--- config.mk ---
export PLATFORM = sky130hd
export DESIGN_NAME = ctd_topology_decoder
export DESIGN_NICKNAME = d
export VERILOG_FILES = /design/src/design/ctd_field_split.v /design/src/design/ctd_topology_decoder.v
export VERILOG_INCLUDE_DIRS = /design/src /design/src/include
export SDC_FILE = /design/constraint.sdc
export NUM_CORES = 1
export LEC_CHECK = 0
export BUFFER_PORTS_ARGS = -buffer_cell sky130_fd_sc_hd__buf_4
export CORE_MARGIN = 2
export CORE_UTILIZATION = 55
export DETAILED_ROUTE_END_ITERATION = 10
export GPL_TIMING_DRIVEN = 0
export PLACE_DENSITY = 0.79
export SYNTH_ARGS = -nofsm -noshare
export SYNTH_HDL_FRONTEND = slang
export SYNTH_HIERARCHICAL = 1
export SYNTH_SLANG_ARGS = --single-unit
--- constraint.sdc ---
create_clock -name clk_in -period 17.63 [get_ports clk_in]
set_clock_uncertainty 0.2 [all_clocks]
set_input_delay 0.8815 -clock clk_in [delete_from_list [all_inputs] [get_ports clk_in]]
set_output_delay 0.8815 -clock clk_in [all_outputs]
set_load 0.005 [all_outputs]
--- src/include/ctd_consts.vh ---
`ifndef CTD_CONSTS_VH
`define CTD_CONSTS_VH

`define CTD_TAG_W        8
`define CTD_WIDTH_W      4
`define CTD_GROUP_W_DEF  0
`define CTD_TAG_RESET    8'h00
`define CTD_ZERO_TAG     8'h00
`define CTD_ALL_ONES     8'hff
`define CTD_PRIMARY      1'b0
`define CTD_SETTLE_CYC   2'h2

`endif

--- src/design/ctd_field_split.v ---
`timescale 1ns/1ps
`include "ctd_consts.vh"

module ctd_field_split (
	input  wire [`CTD_TAG_W-1:0]   tag_in,     // full identifier
	input  wire [`CTD_WIDTH_W-1:0] shift_in,   // low bit of field
	input  wire [`CTD_WIDTH_W-1:0] width_in,   // field width, may be zero
	output wire [`CTD_TAG_W-1:0]   field_out   // field right-aligned
);

	wire [`CTD_TAG_W-1:0] shifted;
	wire [`CTD_TAG_W-1:0] mask;

	assign shifted   = tag_in >> shift_in;
	// Zero width gives an empty mask, so the field reads zero
	assign mask      = ~(`CTD_ALL_ONES << width_in);
	assign field_out = shifted & mask;

endmodule

--- src/design/ctd_topology_decoder.v ---
// Contract
// - Each logical processor gets an 8-bit identifier split into hierarchy sub-fields.
// - Up to four sub-fields: group, socket, execution unit, thread.
// - Group field separates clusters; zero in non-clustered systems.
// - Socket field differs for each package within one cluster.
// - Execution unit field separates cores; zero width when one core.
// - Thread field separates threads in a core; non-zero width if several.
// - Thread and core fields sit adjacent and contiguous at the low end.
// - Field widths come from configuration and are readable at runtime; group width is not output.
// - After reset each logical processor gets a system-unique identifier.
// - Identifiers need not be contiguous; some values may stay unused.
// - One core, two threads: bit 0 thread, upper bits package, core zero.
// - Two cores, two threads: bit 0 thread, bit 1 core, next package.
// - Parts reporting no core count decode core index as zero.
// - Thread 0 is primary, thread 1 secondary within a package.
`timescale 1ns/1ps
`include "ctd_consts.vh"

module ctd_topology_decoder #(
	parameter TAG_W = `CTD_TAG_W
) (
	input  wire                    clk_in,             // 40 MHz clock
	input  wire                    resetn_in,          // async reset, active low
	input  wire [`CTD_WIDTH_W-1:0] thread_bits_in,     // thread field width strap
	input  wire [`CTD_WIDTH_W-1:0] core_bits_in,       // core field width strap
	input  wire [`CTD_WIDTH_W-1:0] group_bits_in,      // group field width strap
	input  wire                    core_count_ok_in,   // part reports core count
	input  wire [TAG_W-1:0]        group_strap_in,     // cluster number strap
	input  wire [TAG_W-1:0]        socket_strap_in,    // package number strap
	input  wire [TAG_W-1:0]        unit_strap_in,      // core number strap
	input  wire [TAG_W-1:0]        thread_strap_in,    // thread number strap
	output reg  [TAG_W-1:0]        initial_cpu_tag_out, // assembled identifier
	output reg  [TAG_W-1:0]        group_index_out,    // cluster index
	output reg  [TAG_W-1:0]        socket_index_out,   // package index
	output reg  [TAG_W-1:0]        exec_unit_index_out, // core index
	output reg  [TAG_W-1:0]        thread_index_out,   // thread index
	output reg  [`CTD_WIDTH_W-1:0] thread_width_out,   // thread field width
	output reg  [`CTD_WIDTH_W-1:0] core_width_out,     // core field width
	output reg  [`CTD_WIDTH_W-1:0] socket_shift_out,   // package field position
	output reg                     primary_out,        // set when thread index bit 0 is clear
	output reg                     tag_valid_out       // identifier settled
);

	// ----------------------------------------------------------------
	// Pin synchronisers
	// ----------------------------------------------------------------
	// Straps are asynchronous pins; stage 1 feeds stage 2 only.
	localparam SYNC_W = 3 * `CTD_WIDTH_W + 1 + 4 * TAG_W;

	reg [SYNC_W-1:0] sync1_r;
	reg [SYNC_W-1:0] sync2_r;

	always @(posedge clk_in or negedge resetn_in) begin
		if (!resetn_in) begin
			sync1_r <= {SYNC_W{1'b0}};
			sync2_r <= {SYNC_W{1'b0}};
		end else begin
			sync1_r <= {thread_bits_in, core_bits_in, group_bits_in, core_count_ok_in,
				group_strap_in, socket_strap_in, unit_strap_in, thread_strap_in};
			sync2_r <= sync1_r;
		end
	end

	wire [`CTD_WIDTH_W-1:0] s_tbits;
	wire [`CTD_WIDTH_W-1:0] s_cbits;
	wire [`CTD_WIDTH_W-1:0] s_gbits;
	wire                    s_cok;
	wire [TAG_W-1:0]        s_group;
	wire [TAG_W-1:0]        s_socket;
	wire [TAG_W-1:0]        s_unit;
	wire [TAG_W-1:0]        s_thread;

	assign {s_tbits, s_cbits, s_gbits, s_cok, s_group, s_socket, s_unit, s_thread} = sync2_r;

	// ----------------------------------------------------------------
	// Capture after reset release
	// ----------------------------------------------------------------
	// Straps are latched once after the synchroniser fills, then frozen,
	// so the identifier stays fixed until the next reset.
	localparam ST_SETTLE = 2'b00;
	localparam ST_LATCH  = 2'b01;
	localparam ST_HOLD   = 2'b10;

	reg [1:0]               state_r;
	reg [1:0]               state_nxt;
	reg [1:0]               cnt_r;
	reg [`CTD_WIDTH_W-1:0]  tbits_r;
	reg [`CTD_WIDTH_W-1:0]  cbits_r;
	reg [`CTD_WIDTH_W-1:0]  gbits_r;
	reg                     cok_r;
	reg [TAG_W-1:0]         group_r;
	reg [TAG_W-1:0]         socket_r;
	reg [TAG_W-1:0]         unit_r;
	reg [TAG_W-1:0]         thread_r;

	always @* begin
		state_nxt = state_r;
		case (state_r)
			ST_SETTLE: begin
				if (cnt_r == `CTD_SETTLE_CYC)
					state_nxt = ST_LATCH;
			end
			ST_LATCH: state_nxt = ST_HOLD;
			ST_HOLD:  state_nxt = ST_HOLD;
			default:  state_nxt = ST_SETTLE;
		endcase
	end

	always @(posedge clk_in or negedge resetn_in) begin
		if (!resetn_in) begin
			state_r  <= ST_SETTLE;
			cnt_r    <= 2'b00;
			tbits_r  <= {`CTD_WIDTH_W{1'b0}};
			cbits_r  <= {`CTD_WIDTH_W{1'b0}};
			gbits_r  <= {`CTD_WIDTH_W{1'b0}};
			cok_r    <= 1'b0;
			group_r  <= {TAG_W{1'b0}};
			socket_r <= {TAG_W{1'b0}};
			unit_r   <= {TAG_W{1'b0}};
			thread_r <= {TAG_W{1'b0}};
		end else begin
			state_r <= state_nxt;
			if (state_r == ST_SETTLE)
				cnt_r <= cnt_r + 2'b01;
			if (state_r == ST_LATCH) begin
				tbits_r  <= s_tbits;
				cbits_r  <= s_cbits;
				gbits_r  <= s_gbits;
				cok_r    <= s_cok;
				group_r  <= s_group;
				socket_r <= s_socket;
				unit_r   <= s_unit;
				thread_r <= s_thread;
			end
		end
	end

	// ----------------------------------------------------------------
	// Identifier assembly
	// ----------------------------------------------------------------
	// Field positions: thread at bit 0, core directly above, then socket,
	// then group. Unused codes between sockets are allowed to stay empty.
	wire [`CTD_WIDTH_W-1:0] core_w_eff;
	wire [`CTD_WIDTH_W-1:0] sock_shift;
	wire [`CTD_WIDTH_W-1:0] sock_w;
	wire [`CTD_WIDTH_W-1:0] grp_shift;
	wire [TAG_W-1:0]        tag_build;

	assign core_w_eff = cok_r ? cbits_r : {`CTD_WIDTH_W{1'b0}};
	assign sock_shift = tbits_r + core_w_eff;
	assign grp_shift  = (gbits_r == {`CTD_WIDTH_W{1'b0}}) ?
		TAG_W[`CTD_WIDTH_W-1:0] : TAG_W[`CTD_WIDTH_W-1:0] - gbits_r;
	assign sock_w     = grp_shift - sock_shift;

	function [TAG_W-1:0] ctd_place;
		input [TAG_W-1:0]        val;
		input [`CTD_WIDTH_W-1:0] sh;
		input [`CTD_WIDTH_W-1:0] w;
		begin
			ctd_place = (val & ~(`CTD_ALL_ONES << w)) << sh;
		end
	endfunction

	assign tag_build = ctd_place(thread_r, {`CTD_WIDTH_W{1'b0}}, tbits_r)
		| ctd_place(unit_r, tbits_r, core_w_eff)
		| ctd_place(socket_r, sock_shift, sock_w)
		| ctd_place(group_r, grp_shift, gbits_r);

	// ----------------------------------------------------------------
	// Decode back into fields
	// ----------------------------------------------------------------
	wire [TAG_W-1:0] dec_thread;
	wire [TAG_W-1:0] dec_unit;
	wire [TAG_W-1:0] dec_socket;
	wire [TAG_W-1:0] dec_group;

	ctd_field_split u_thread (
		.tag_in    (tag_build),
		.shift_in  ({`CTD_WIDTH_W{1'b0}}),
		.width_in  (tbits_r),
		.field_out (dec_thread)
	);

	ctd_field_split u_unit (
		.tag_in    (tag_build),
		.shift_in  (tbits_r),
		.width_in  (core_w_eff),
		.field_out (dec_unit)
	);

	ctd_field_split u_socket (
		.tag_in    (tag_build),
		.shift_in  (sock_shift),
		.width_in  (sock_w),
		.field_out (dec_socket)
	);

	ctd_field_split u_group (
		.tag_in    (tag_build),
		.shift_in  (grp_shift),
		.width_in  (gbits_r),
		.field_out (dec_group)
	);

	// ----------------------------------------------------------------
	// Registered outputs
	// ----------------------------------------------------------------
	always @(posedge clk_in or negedge resetn_in) begin
		if (!resetn_in) begin
			initial_cpu_tag_out <= `CTD_TAG_RESET;
			group_index_out     <= `CTD_ZERO_TAG;
			socket_index_out    <= `CTD_ZERO_TAG;
			exec_unit_index_out <= `CTD_ZERO_TAG;
			thread_index_out    <= `CTD_ZERO_TAG;
			thread_width_out    <= {`CTD_WIDTH_W{1'b0}};
			core_width_out      <= {`CTD_WIDTH_W{1'b0}};
			socket_shift_out    <= {`CTD_WIDTH_W{1'b0}};
			primary_out         <= 1'b0;
			tag_valid_out       <= 1'b0;
		end else if (state_r == ST_HOLD) begin
			initial_cpu_tag_out <= tag_build;
			group_index_out     <= dec_group;
			socket_index_out    <= dec_socket;
			exec_unit_index_out <= dec_unit;
			thread_index_out    <= dec_thread;
			thread_width_out    <= tbits_r;
			core_width_out      <= core_w_eff;
			socket_shift_out    <= sock_shift;
			primary_out         <= (dec_thread[0] == `CTD_PRIMARY);
			tag_valid_out       <= 1'b1;
		end
	end

endmodule

## After elaboration in Yosys (flattened, before gate mapping)

Index checks and enable logic that the tools add are counted.
Widths: inputs -> output; s select.

| word-level totals | value |
|---|---|
| register bits | 193 |
| word-level logic and storage cells | 63 |
| output and inout bits | 54 |

| cells by class | value |
|---|---|
| reduce and logical (&&, ||, !) cells | 3 |
| eq/ne operators | 4 |
| shift-type cells | 10 |
| $add $sub $neg | 4 |
| mux-type cells | 4 |
| bitwise gates (word level) | 16 |

Operator list:

| kind | count |
|---|---|
| $and 8x8->8 | 8 |
| $not 8->8 | 4 |
| $shl 8x4->8 const A | 4 |
| $or 8x8->8 | 3 |
| $shl 8x4->8 | 3 |
| $shr 8x4->8 | 3 |
| $mux 4 | 2 |
| $add 4x4->4 | 1 |
| $eq 2x2->1 const B | 2 |
| $logic_not 4->1 | 1 |
| $pmux 2 s2 | 1 |
| $sub 4x4->4 | 1 |
| $sub 4x4->4 const A | 1 |
| $add 2x1->2 const B | 1 |
| $eq 2x1->1 const B | 1 |
| $logic_not 2->1 | 1 |
| $mux 2 | 1 |
| $ne 2x2->1 const B | 1 |
| $reduce_or 2->1 | 1 |
| $not 1->1 | 1 |

## Depth between registers and ports, before layout

Gate-level depths: netlist of run 1.

| depth | value |
|---|---|
| depth in word-level cells | 11 |
| depth in mapped cells | 20 |

## By module

Netlist of run 1, hierarchy kept.

Modules (own cells, without submodules):

| module | seq. area each (um^2) | times used | area an instance (um^2) | cells each |
|---|---|---|---|---|
| ctd_topology_decoder | 4829.6 | 1 | 7763.7 | 598 |
| ctd_field_split | 0.0 | 4 | 354.1 | 41 |

## Worst setup path before layout of run 1

No wires, ideal clock.

| timing path | value |
|---|---|
| path kind | register to register |
| start point | reg tbits_r[1] |
| end point | reg exec_unit_index_out[1] |
| stages on the path, launching flop included | 21 |
| period minus slack after synthesis | 5.855 ns |
| data arrival time | 5.590 ns |
| path slack | 11.775 ns |
| path buffers | 4 |
| path through | dfrtp_1 > clkbuf_1 > clkbuf_1 > clkbuf_1 > xor2_1 > ha_1 > a21oi_1 > xor2_1 > ha_1 > o21ai_0 > and2_1 > xnor3_1 > buf_2 > o211ai_1 > a21oi_1 > a21oi_1 > o21ai_0 > mux2i_1 > o22a_1 > a2111oi_1 > mux2_2 |

| between the ends | value |
|---|---|
| word-level cells in the longest chain between the ends | 10 |
| elaborated cells on any way between the ends | 15 |
| classes of those cells | 2 x add/sub; 5 x shift; 8 x bitwise |

RTL lines:

| item | line | text |
|---|---|---|
| from (decl) | ctd_topology_decoder.v:87 | `` reg [`CTD_WIDTH_W-1:0] tbits_r; `` |
| from (signal assigned) | ctd_topology_decoder.v:113 | `` tbits_r <= {`CTD_WIDTH_W{1'b0}}; `` |
| from (signal assigned) | ctd_topology_decoder.v:126 | `tbits_r <= s_tbits;` |
| $add 4x4->4 | ctd_topology_decoder.v:150 | `assign sock_shift = tbits_r + core_w_eff;` |
| $sub 4x4->4 | ctd_topology_decoder.v:153 | `assign sock_w = grp_shift - sock_shift;` |
| named net sock_w[3] | ctd_topology_decoder.v:145 | `` wire [`CTD_WIDTH_W-1:0] sock_w; `` |
| $shl 8x4->8 (no line) | n/a |  |
| $not 8->8 | ctd_topology_decoder.v:160 | `` ctd_place = (val & ~(`CTD_ALL_ONES << w)) << sh; `` |
| $and 8x8->8 | ctd_topology_decoder.v:160 |  |
| $shl 8x4->8 | ctd_topology_decoder.v:160 |  |
| $or 8x8->8 (2 in series) | ctd_topology_decoder.v:164 | `` assign tag_build = ctd_place(thread_r, {`CTD_WIDTH_W{1'b0}}, tbits_r) `` |
| named net tag_build[7] | ctd_topology_decoder.v:147 | `wire [TAG_W-1:0] tag_build;` |
| $shr 8x4->8 | ctd_field_split.v:14 | `assign shifted = tag_in >> shift_in;` |
| $and 8x8->8 | ctd_field_split.v:17 | `assign field_out = shifted & mask;` |
| named net dec_unit[1] | ctd_topology_decoder.v:173 | `wire [TAG_W-1:0] dec_unit;` |
| to (signal assigned) | ctd_topology_decoder.v:213 | `` exec_unit_index_out <= `CTD_ZERO_TAG; `` |
| to (signal assigned) | ctd_topology_decoder.v:224 | `exec_unit_index_out <= dec_unit;` |
| to (decl) | ctd_topology_decoder.v:35 | `output reg [TAG_W-1:0] exec_unit_index_out,` |

The timed path passes the listed nets, and every way through them passes these cells.
A chain may end at the register's enable or synchronous reset.

## Final worst setup path of run 1

| timing path | value |
|---|---|
| start point | reg tbits_r[1] |
| end point | reg group_index_out[1] |

| between the ends | value |
|---|---|
| word-level cells in the longest chain between the ends | 10 |
| elaborated cells on any way between the ends | 15 |
| classes of those cells | 2 x add/sub; 5 x shift; 8 x bitwise |

RTL lines:

| item | line | text |
|---|---|---|
| $add 4x4->4 | ctd_topology_decoder.v:150 |  |
| $sub 4x4->4 | ctd_topology_decoder.v:153 |  |
| named net sock_w[3] | ctd_topology_decoder.v:145 |  |
| $shl 8x4->8 (no line) | n/a |  |
| $not 8->8 | ctd_topology_decoder.v:160 |  |
| $and 8x8->8 | ctd_topology_decoder.v:160 |  |
| $shl 8x4->8 | ctd_topology_decoder.v:160 |  |
| $or 8x8->8 (2 in series) | ctd_topology_decoder.v:164 |  |
| named net tag_build[6] | ctd_topology_decoder.v:147 |  |
| $shr 8x4->8 | ctd_field_split.v:14 |  |
| $and 8x8->8 | ctd_field_split.v:17 |  |
| named net dec_group[1] | ctd_topology_decoder.v:175 | `wire [TAG_W-1:0] dec_group;` |
| to (signal assigned) | ctd_topology_decoder.v:211 | `` group_index_out <= `CTD_ZERO_TAG; `` |
| to (signal assigned) | ctd_topology_decoder.v:222 | `group_index_out <= dec_group;` |
| to (decl) | ctd_topology_decoder.v:33 | `output reg [TAG_W-1:0] group_index_out,` |

The timed path passes the listed nets, and every way through them passes these cells.

==> metrics, run 1 <==
Hold Violations, Final 0; Routed WL per cell 17.8 um; register share of total power between 40% and 50%; Max IR drop VDD slightly above 90 uV; Slowest Stage Delay on Critical Path 0.96 ns; vias 6582; FF+latch area 4830 um2; fill count ~1300; number of synthesized flops with an enable pin 0; largest family of logic cells by synthesized area multiplexers; WS Path Type flip-flop to flip-flop; top cells by area, synth dfrtp_1, mux2_2, mux4_1; Synth Warn # 6; Seq/Total Area, Yosys 52.6%; PostCTS Resize Cnt 0; DRC viols 0; Clk pwr share a little over a third; post-synthesis xor/xnor area fraction less than 1%; leak pwr ~5.0 nW; insertion delay to the later sink of the worst-skew pair roughly 0.44 ns; Multi-input gate area 4010 um2; max-slew violations 0; CP Launch Type flip-flop; Arr. time, crit path 7.36 ns; Antenna Violating Nets Remaining 0; DRT Wirelength roughly 20000 um; setup repair after global routing missed its margin false; predominant post-synthesis flop cell dfrtp_1; internal power 0.000797 W; leading area contributor after synthesis dfrtp_1; CTS tree yes; Clk pin slew, worst setup/hold paths ~0.070 ns; port bufs 100; # IOs ~100; Distinct cells, synth 75; Post-synth ARST share 100%; Crit-path slowest cell o21bai_1; vias in the first global route slightly above 6000; Top cell by count, worst path clkbuf_1; Synth Cell Area 9180 um2; post-synthesis mux area share between 10% and 20%; final setup violating endpoints 0; most frequent cells in the layout dfrtp_1, buf_4, mux2_2; status finished, final reports clean; switching pwr around 0.00034 W; Sum Neg Setup Slack 0 ns; Final Cycle Share approximately two fifths; die width between 100 and 150 um; Core Box Area about 16000 um2; Max-slew headroom a little under a fifth; detailed-placement wirelength estimate roughly 14000 um; H-tree Lvls 4; top cell type's share of synthesized area about 53%; post-CTS setup repair buffer count 0; synthesized-area fraction occupied by adder cells under 10%; Net Sw Frac 29.6%; CP endpoint kind flip-flop; Cells after DPL about 1100; Critical Path RT approximately 18 ns; FF+latch count, synth 193; cts bufs inserted 17; most common cell after layout, fill and taps aside dfrtp_1; Die ar. about 18000 um2; DR iter-0 viols about 750; Mapped Cells around 760; hold slack between 0.1 and 0.15 ns; fin nets 957; Total Routing Usage GR a little under a quarter; P per Cell Area between 100 and 150 nW/um2; max-cap viol count 0; Initial Util between 50 and 60%; CP delay by family, top compound AO/OA/AOI/OAI gates; row cnt 47; worst hold path class flip-flop to flip-flop; worst-path fanout max 16; GPL Wtd Cong roughly 0.97; Syn-to-layout area delta 19.1%; combinational power share around 21%; post-DR vias/cell roughly 5.8; Min Clock Period, post-route ~7 ns; Die Y-Extent around 130 um; antenna diode count 0; CP Cell Sequence clkbuf_1, clkbuf_1, clkbuf_1, xor2_1, ha_1, a21oi_1, xor2_1, ha_1, o21ai_0, and2_1, xnor3_1, buf_2, nor4_1, o41ai_1, a21oi_1, o21bai_1, nand2_1, o22a_1, a2111oi_1, mux2_2; layout cell share with drive strength beyond 1 between 20 and 30%; Non-Filler Instances roughly 1100; FMAX ~140 MHz; crit path buf inv count 4; antenna violations before repair 0; post-synthesis compound-gate area fraction between 10% and 20%; Overflow after GRT 0; Avg Cell Area, Syn 12.0 um2; worst-margin pin slew roughly 1.2 ns; first-pass GRT wire length ~33000 um; hold_buf cts 0; Simple-Gate Fraction of Synth Area between 10% and 20%; CTS Sinks about 190; root buffer cell clkbuf_16; pin count of the biggest net entering global routing between 100 and 150; First-pass DRT Iterations 5; CTS max path bufs 2
## kinds of logic (layout without fill, tap and decap cells)
logic type      after synthesis  in the layout
other cells                   1             12
flops                       193            193
compound gates              148            148
fa+ha+maj                    16             16
buf+inv                      81            215
xor+xnor                      7              7
mux                         123            123
simple gates                193            193
## metal layers
layer | up-vias | wire length [um] | part of all wire, % | track usage [%]
met5 | - | 0 | 0 | 0
met4 | 0 | 263 | 1.3 | 7.03
met3 | 24 | 1300 | 6.5 | 5.10
met2 | 251 | 9320 | 47 | 36.1
met1 | 3254 | 9160 | 46 | 33.7
li1 | 3053 | - | - | -
## state kept, by name (all words and copies together), names as in the netlist, 8 cells and up
signal	count
thread_r	8
group_index_out	8
group_r	8
initial_cpu_tag_out	8
sync1_r	45
thread_index_out	8
exec_unit_index_out	8
sync2_r	45
unit_r	8
socket_index_out	8
socket_r	8
## power by group through the flow
stage,Clock [W],Sequential (W),Combinational [W]
floorplan,0,0.000495,0.000148
global placement,0,0.000499,0.000223
detailed placement,0,0.000500,0.000228
CTS,0.000416,0.000491,0.000229
global route,0.000433,0.000495,0.000254
finish,0.000408,0.000491,0.000233
## area by class of cell
| cell class | instances | share of cell area (%) |
|---|---|---|
| repair buffers | 102 | 7.29 |
| flip-flops and latches | 193 | 44.2 |
| inverters | 38 | 1.31 |
| plain buffers | 43 | 2.23 |
| multi-input cells | 499 | 36.6 |
| clock inverters | 15 | 1.92 |
| well taps | 220 | 2.52 |
| clock buffers | 17 | 3.89 |
## cell usage after synthesis, drive strengths merged, types with 9 or more instances
master,number
inv,38
o21ai,24
nand2,51
ha,15
a21oi,31
mux4,17
nor3,34
clkbuf,30
nor2,39
mux2,82
dfrtp,193
a2111oi,9
buf,13
mux2i,24
## worst paths after layout
check / start / to / slack, ns / cells past startpoint
min reg2reg: sync1_r[35]$_DFF_PN0_ / sync2_r[35]$_DFF_PN0_ / 0.15 / 0
max reg2reg: tbits_r[1]$_DFFE_PN0N_ / group_index_out[1]$_DFFE_PN0N_ / 10.45 / 20
max: tbits_r[1]$_DFFE_PN0N_ / group_index_out[1]$_DFFE_PN0N_ / 10.45 / 20
min in group asynchronous: resetn_in / group_index_out[0]$_DFFE_PN0N_ / 0.21 / 1
min: sync1_r[35]$_DFF_PN0_ / sync2_r[35]$_DFF_PN0_ / 0.15 / 0
max in group asynchronous: resetn_in / sync2_r[9]$_DFF_PN0_ / 16.11 / 2
## stage by stage
| step | instance area [um2] | setup WS, ns | util (%) | total power, W |
|---|---|---|---|---|
| floorplan | 9220 | 11.77 | - | 0.000643 |
| global placement | 10200 | 9.86 | 62.2 | 0.000722 |
| detailed placement | 10300 | 10.63 | 62.5 | 0.000728 |
| CTS | 10900 | 10.61 | 66.4 | 0.00114 |
| global route | 10900 | 10.06 | 66.4 | 0.00118 |
| finish | 10900 | 10.45 | 66.4 | 0.00113 |
Note: power is estimated with default switching activity, not from simulation.
==> run 2, diff against run 1 <==
Settings changed: CORE_UTILIZATION 55 to 53.
Clock period 17.63 ns to 5.85 ns, I/O delays scaled along.
==> metrics, run 2 (same netlist as run 1, synthesis figures left out) <==
CP Launch Type flip-flop (unchanged); Critical Path RT 5.97 ns (was 17.81 ns); final setup violating endpoints 0 (unchanged); root buffer cell clkbuf_16 (unchanged); status finished, final reports clean (unchanged); Overflow after GRT 0 (unchanged); H-tree Lvls 4 (unchanged); CP delay by family, top compound AO/OA/AOI/OAI gates (unchanged); Crit-path slowest cell mux4_1 (was o21bai_1); WS Path Type flip-flop to flip-flop (unchanged); vias in the first global route 6687 (was 6161); die width 136 um (was 133 um); met2 Resource Use GR 39.1% (was 36.1%); vias 6765 (was 6582); worst-margin pin slew 0.872 ns (was 1.21 ns); Cells after DPL 1099 (was 1095); insertion delay to the later sink of the worst-skew pair 0.43 ns (was 0.44 ns); CP endpoint kind flip-flop (unchanged); max-slew violations 0 (unchanged); Clk pin slew, worst setup/hold paths 0.07 ns (about the same); First-pass DRT Iterations 7 (was 5); Sum Neg Setup Slack 0 ns (unchanged); Setup WS post-layout 0.197 ns (was 10.45 ns); layout cell share with drive strength beyond 1 29.0% (was 27.1%); Max-slew headroom 41.9% (was 19.0%); antenna diode count 0 (unchanged); Final Cycle Share 96.6% (was 40.7%); Min Clock Period, post-route 5.65 ns (was 7.18 ns); cts bufs inserted 17 (unchanged); Design Power 0.00341 W (was 0.00113 W); P per Cell Area 296 nW/um2 (was 104 nW/um2); Max IR drop VDD 230 uV (was 91.2 uV); met3 Use GR 4.71% (was 5.10%); CTS tree yes (unchanged); DRT Wirelength 21500 um (was 20000 um); Initial Util 53.6% (was 55.8%); Routed WL per cell 18.2 um (was 17.8 um); Total Routing Usage GR 24.2% (was 23.4%); Final Cell Area 11500 um2 (was 10900 um2); Multi-input gate area 4140 um2 (was 4010 um2); post-DR vias/cell 5.71 (was 5.84); CP Cell Sequence clkbuf_2, clkbuf_2, xor2_1, ha_2, a21oi_1, xor2_2, ha_1, o21ai_1, and2_1, xnor3_1, buf_4, o211ai_1, a21oi_1, o31ai_2, nand2_2, mux4_1, nor2_1, a2111oi_2, mux2_2 (was clkbuf_1, clkbuf_1, clkbuf_1, xor2_1, ha_1, a21oi_1, xor2_1, ha_1, o21ai_0, and2_1, xnor3_1, buf_2, nor4_1, o41ai_1, a21oi_1, o21bai_1, nand2_1, o22a_1, a2111oi_1, mux2_2); leak pwr 5.17 nW (was 4.95 nW); detailed-placement wirelength estimate 14200 um (was 14100 um); worst hold path stage count 0 (unchanged); Non-Filler Instances 1184 (was 1127); Post-DP Area 10300 um2 (about the same); worst-path fanout max 19 (was 16); max-cap viol count 0 (unchanged); CTS Sinks 193 (unchanged); FMAX 177 MHz (was 139 MHz); worst slack, placed -1.43 ns (was 10.63 ns); R2R setup slack 0.20 ns (was 10.45 ns); worst hold path class flip-flop to flip-flop (unchanged); port bufs 100 (unchanged); GPL Wtd Cong 0.945 (was 0.970); Critical R2R Launch tbits_r[1]$_DFFE_PN0N_ (unchanged); FF+latch area 4830 um2 (about the same); row cnt 48 (was 47); Syn-to-layout area delta 25.4% (was 19.1%); Largest regs sync1_r (45), sync2_r (45) (unchanged); setup repair after global routing missed its margin false (unchanged); hold wc startpoint sync1_r[30]$_DFF_PN0_ (was sync1_r[35]$_DFF_PN0_); r2r endpoint exec_unit_index_out[2]$_DFFE_PN0N_ (was group_index_out[1]$_DFFE_PN0N_); most frequent cells in the layout dfrtp_1, buf_4, mux2_2 (unchanged); met1 Use GR 33.2% (was 33.7%); Worst Hold Path EP sync2_r[30]$_DFF_PN0_ (was sync2_r[35]$_DFF_PN0_); Die Y-Extent 136 um (was 133 um); fin nets 1009 (was 957); Arr. time, crit path 5.77 ns (was 7.36 ns); antenna violations before repair 0 (unchanged); CTS max path bufs 2 (unchanged); DRC viols 0 (unchanged); Hold Violations, Final 0 (unchanged); fill count 1277 (was 1257); # IOs 101 (unchanged); crit path buf inv count 3 (was 4); most common cell after layout, fill and taps aside dfrtp_1 (unchanged); reg2reg path depth 19 (was 20); Core Box Area 17100 um2 (was 16500 um2); Antenna Violating Nets Remaining 0 (unchanged); DR iter-0 viols 529 (was 748); Most Crowded Layer GR met2 (unchanged); Slowest Stage Delay on Critical Path 0.55 ns (was 0.96 ns); Die ar. 18400 um2 (was 17700 um2); first-pass GRT wire length 34700 um (was 32500 um); pin count of the biggest net entering global routing 125 (was 104)
## run 2: cell count changes in the layout (fill, tap and decap cells not counted), sizes merged
cell         before  now
buf             115  119
bufinv            2    0
clkinv            4    6
clkinvlp          0    1
dlygate4sd3       0   46
inv              47   45
nand2            51   52
o21ai            24   25
o21bai            5    6
## run 2: repair_timing
item	in CTS	in global routing
endpoints found under the setup margin	32	25
gates resized for setup	18	16
pin swaps	3	4
hold buffers	46	0
endpoints found under the hold margin	168	0
cloned	1	2
setup buffers	4	1
## run 2: area by class of cell
class	instances	area share [%]
clock buffer	18	3.81
inverter	38	1.24
multi-input combinational	502	36.0
sequential	193	42.0
clock inverter	14	1.25
buffer	42	2.14
tap	225	2.45
timing repair buffer	152	11.2
## run 2: worst reg2reg max path, cell delays in order (launching register included)
cell       delay, ns
dfrtp_2         0.48
clkbuf_2        0.21
clkbuf_2        0.30
xor2_1          0.24
ha_2            0.20
a21oi_1         0.22
xor2_2          0.29
ha_1            0.32
o21ai_1         0.15
and2_1          0.18
xnor3_1         0.42
buf_4           0.24
o211ai_1        0.29
a21oi_1         0.14
o31ai_2         0.40
nand2_2         0.21
mux4_1          0.55
nor2_1          0.14
a2111oi_2       0.08
mux2_2          0.29
## run 2: how the worst max path moves through the flow
stage | start | to | slack (ns) | depth (start not counted)
floorplan | tbits_r[1]$_DFFE_PN0N_ | socket_index_out[0]$_DFFE_PN0N_ | 0.35 | 19
global placement | tbits_r[1]$_DFFE_PN0N_ | group_index_out[1]$_DFFE_PN0N_ | -1.27 | 20
detailed placement | tbits_r[1]$_DFFE_PN0N_ | group_index_out[1]$_DFFE_PN0N_ | -1.43 | 20
CTS | tbits_r[1]$_DFFE_PN0N_ | exec_unit_index_out[2]$_DFFE_PN0N_ | 0.08 | 20
global route | cbits_r[1]$_DFFE_PN0N_ | exec_unit_index_out[2]$_DFFE_PN0N_ | 0.02 | 19
finish | tbits_r[1]$_DFFE_PN0N_ | exec_unit_index_out[2]$_DFFE_PN0N_ | 0.20 | 19
## run 2: per-layer routing
metal / wire length, um / part of all wire, % / up-vias
li1: - / - / 3166
met1: 9440 / 44 / 3317
met2: 10400 / 48 / 243
met3: 1230 / 5.7 / 39
met4: 441 / 2.0 / 0
met5: 0 / 0 / -
## run 2: where the power goes
group          switching [W]  total (W)  internal (W)
Combinational       0.000426   0.000787      0.000361
Clock               0.000558    0.00114      0.000580
Sequential         0.0000577    0.00148       0.00142
Total                0.00104    0.00341       0.00236
## run 2: per-stage QoR
step	utilization [%]	hold WS (ns)
2_1_floorplan	-	-0.203
3_3_place_gp	59.9	0.134
3_5_place_dp	60.1	0.135
4_1_cts	66.8	0.151
5_1_grt	67.3	0.153
6_report	67.3	0.149
==> run 3, diff against run 2 <==
--- a/config.mk
+++ b/config.mk
@@ -14,2 +14,3 @@
 export PLACE_DENSITY = 0.79
+export RECOVER_POWER = 50
 export SYNTH_ARGS = -nofsm -noshare
==> constraint.sdc (replaced) <==
create_clock -name clk_in -period 5.85 [get_ports clk_in]
set_clock_uncertainty 0.2 [all_clocks]
set_input_delay 0.8775 -clock clk_in [delete_from_list [all_inputs] [get_ports clk_in]]
set_output_delay 0.8775 -clock clk_in [all_outputs]
set_load 0.005 [all_outputs]
==> metrics, run 3 (same netlist as run 1, synthesis figures left out) <==
Initial Util 53.6% (unchanged); Critical Path RT 5.96 ns (was 5.97 ns); layout cell share with drive strength beyond 1 30.4% (was 29.0%); Arr. time, crit path 5.79 ns (was 5.77 ns); met1 WL 9180 um (was 9440 um); vias 6629 (was 6765); # IOs 101 (unchanged); Max-slew headroom -92.1% (was 41.9%); Core Box Area 17100 um2 (unchanged); DR iter-0 viols 568 (was 529); worst slack, placed -1.43 ns (unchanged); Crit. Startpoint tbits_r[1]$_DFFE_PN0N_ (unchanged); Setup WS post-layout 0.170 ns (was 0.197 ns); CTS max path bufs 2 (unchanged); Overflow after GRT 0 (unchanged); detailed-placement wirelength estimate 14200 um (unchanged); worst hold path class flip-flop to flip-flop (unchanged); post-DR vias/cell 5.83 (was 5.71); CTS Sinks 193 (unchanged); WS Path Type flip-flop to flip-flop (unchanged); Hold Violations, Final 0 (unchanged); Non-Filler Instances 1138 (was 1184); Cells after DPL 1099 (unchanged); FF+latch area 4830 um2 (unchanged); CTS tree yes (unchanged); row cnt 48 (unchanged); leak pwr 4.96 nW (was 5.17 nW); first-pass GRT wire length 33300 um (was 34700 um); FMAX 176 MHz (was 177 MHz); Routed WL per cell 18.1 um (was 18.2 um); cts bufs inserted 17 (unchanged); Die Y-Extent 136 um (unchanged); insertion delay to the later sink of the worst-skew pair 0.43 ns (about the same); most frequent cells in the layout dfrtp_1, mux2_2, buf_4 (was dfrtp_1, buf_4, mux2_2); Final Cycle Share 97.1% (was 96.6%); DRT Wirelength 20600 um (was 21500 um); pin count of the biggest net entering global routing 125 (unchanged); Antenna Violating Nets Remaining 0 (unchanged); fin nets 963 (was 1009); Critical R2R Launch tbits_r[1]$_DFFE_PN0N_ (unchanged); Die ar. 18400 um2 (unchanged); final setup violating endpoints 0 (unchanged); die width 136 um (unchanged); root buffer cell clkbuf_16 (unchanged); most common cell after layout, fill and taps aside dfrtp_1 (unchanged); worst-margin pin slew 2.88 ns (was 0.872 ns); P per Cell Area 306 nW/um2 (was 296 nW/um2); Min Clock Period, post-route 5.68 ns (was 5.65 ns); fill count 1331 (was 1277); Clk pin slew, worst setup/hold paths 0.07 ns (about the same); Max IR drop VDD 229 uV (was 230 uV); Met2 Wirelength 9710 um (was 10400 um); CP Launch Type flip-flop (unchanged); worst-path fanout max 19 (unchanged); max-cap viol count 2 (was 0); port bufs 100 (unchanged); setup repair after global routing missed its margin false (unchanged); status finished with violations (was finished, final reports clean); H-tree Lvls 4 (unchanged); vias in the first global route 6378 (was 6687); antenna violations before repair 0 (unchanged); Largest regs sync1_r (45), sync2_r (45) (unchanged); hold_buf cts 0 (was 46); antenna diode count 0 (unchanged); highest metal used met4 (unchanged); Met3 Wirelength 1260 um (was 1230 um); Total Routing Usage GR 23.2% (was 24.2%); Sum Neg Setup Slack 0 ns (unchanged); hold wc startpoint sync1_r[30]$_DFF_PN0_ (unchanged); First-pass DRT Iterations 5 (was 7); failing checks capacitance limit, slew limit; Syn-to-layout area delta 20.0% (was 25.4%); DRC viols 0 (unchanged); GPL Wtd Cong 0.945 (unchanged); Multi-input gate area 4140 um2 (unchanged); max-slew violations 196 (was 0); CP endpoint kind flip-flop (unchanged)
[run 3: cell count changes in the layout (fill, tap and decap cells not counted)]
cell	change
buf_16	-1
buf_8	-1
dlygate4sd3_1	-46
buf_4	-45
clkbuf_4	+45
clkbuf_2	+2
[run 3: final timing paths]
| kind | to | slack (ns) | cells after the start |
|---|---|---|---|
| hold reg to reg | sync2_r[30]$_DFF_PN0_ | 0.15 | 0 |
| setup / recovery | exec_unit_index_out[2]$_DFFE_PN0N_ | 0.17 | 19 |
| max in group asynchronous | tbits_r[1]$_DFFE_PN0N_ | 1.31 | 2 |
| hold / removal | sync2_r[30]$_DFF_PN0_ | 0.15 | 0 |
| min in group asynchronous | sync1_r[24]$_DFF_PN0_ | 1.19 | 1 |
| setup reg to reg | exec_unit_index_out[2]$_DFFE_PN0N_ | 0.17 | 19 |
[run 3: critical path: stages (launching register included)]
cell       delay, ns
dfrtp_2         0.48
clkbuf_2        0.21
clkbuf_2        0.30
xor2_1          0.24
ha_2            0.20
a21oi_1         0.21
xor2_2          0.29
ha_1            0.32
o21ai_1         0.14
and2_1          0.18
xnor3_1         0.42
buf_4           0.24
o211ai_1        0.32
a21oi_1         0.15
o31ai_2         0.39
nand2_2         0.20
mux4_1          0.56
nor2_1          0.15
a2111oi_2       0.08
mux2_2          0.29
[run 3: routing by layer]
layer | vias to the layer above | global-route usage (%)
met3 | 39 | 4.53
met1 | 3267 | 32.6
met4 | 0 | 7.93
met2 | 249 | 36.4
li1 | 3074 | -
met5 | - | 0
[run 3: through the flow]
stage          area [um2]  util, %  total power (W)  hold slack (ns)
4_1_cts             11000     64.1          0.00336            0.151
6_report            11000     64.4          0.00337            0.149
3_3_place_gp        10300     59.9          0.00217            0.134
5_1_grt             11000     64.4          0.00353            0.155
2_1_floorplan        9220        -          0.00194            0.131
3_5_place_dp        10300     60.1          0.00219            0.135
[run 3: timing repair]
action                                  in CTS  in global routing
endpoints found under the setup margin      32                 25
pin swaps                                    3                  5
resized for setup                           18                 16
cloned                                       1                  2
buffers inserted                             4                  1
[run 3: where the power goes]
| group | internal [W] | switching (W) | leakage (nW) | total, W |
|---|---|---|---|---|
| registers | 0.00142 | 0.0000577 | 2.30 | 0.00148 |
| clock network | 0.000580 | 0.000556 | 0.286 | 0.00114 |
| logic | 0.000337 | 0.000419 | 2.37 | 0.000755 |
| total | 0.00234 | 0.00103 | 4.96 | 0.00337 |
[run 3: cell type report]
| class | count | area share (%) |
|---|---|---|
| Buffer | 42 | 2.24 |
| Clock buffer | 18 | 3.99 |
| Clock inverter | 14 | 1.31 |
| Inverter | 38 | 1.29 |
| Multi-Input combinational cell | 502 | 37.6 |
| Sequential cell | 193 | 43.9 |
| Tap cell | 225 | 2.55 |
| Timing Repair Buffer | 106 | 7.18 |
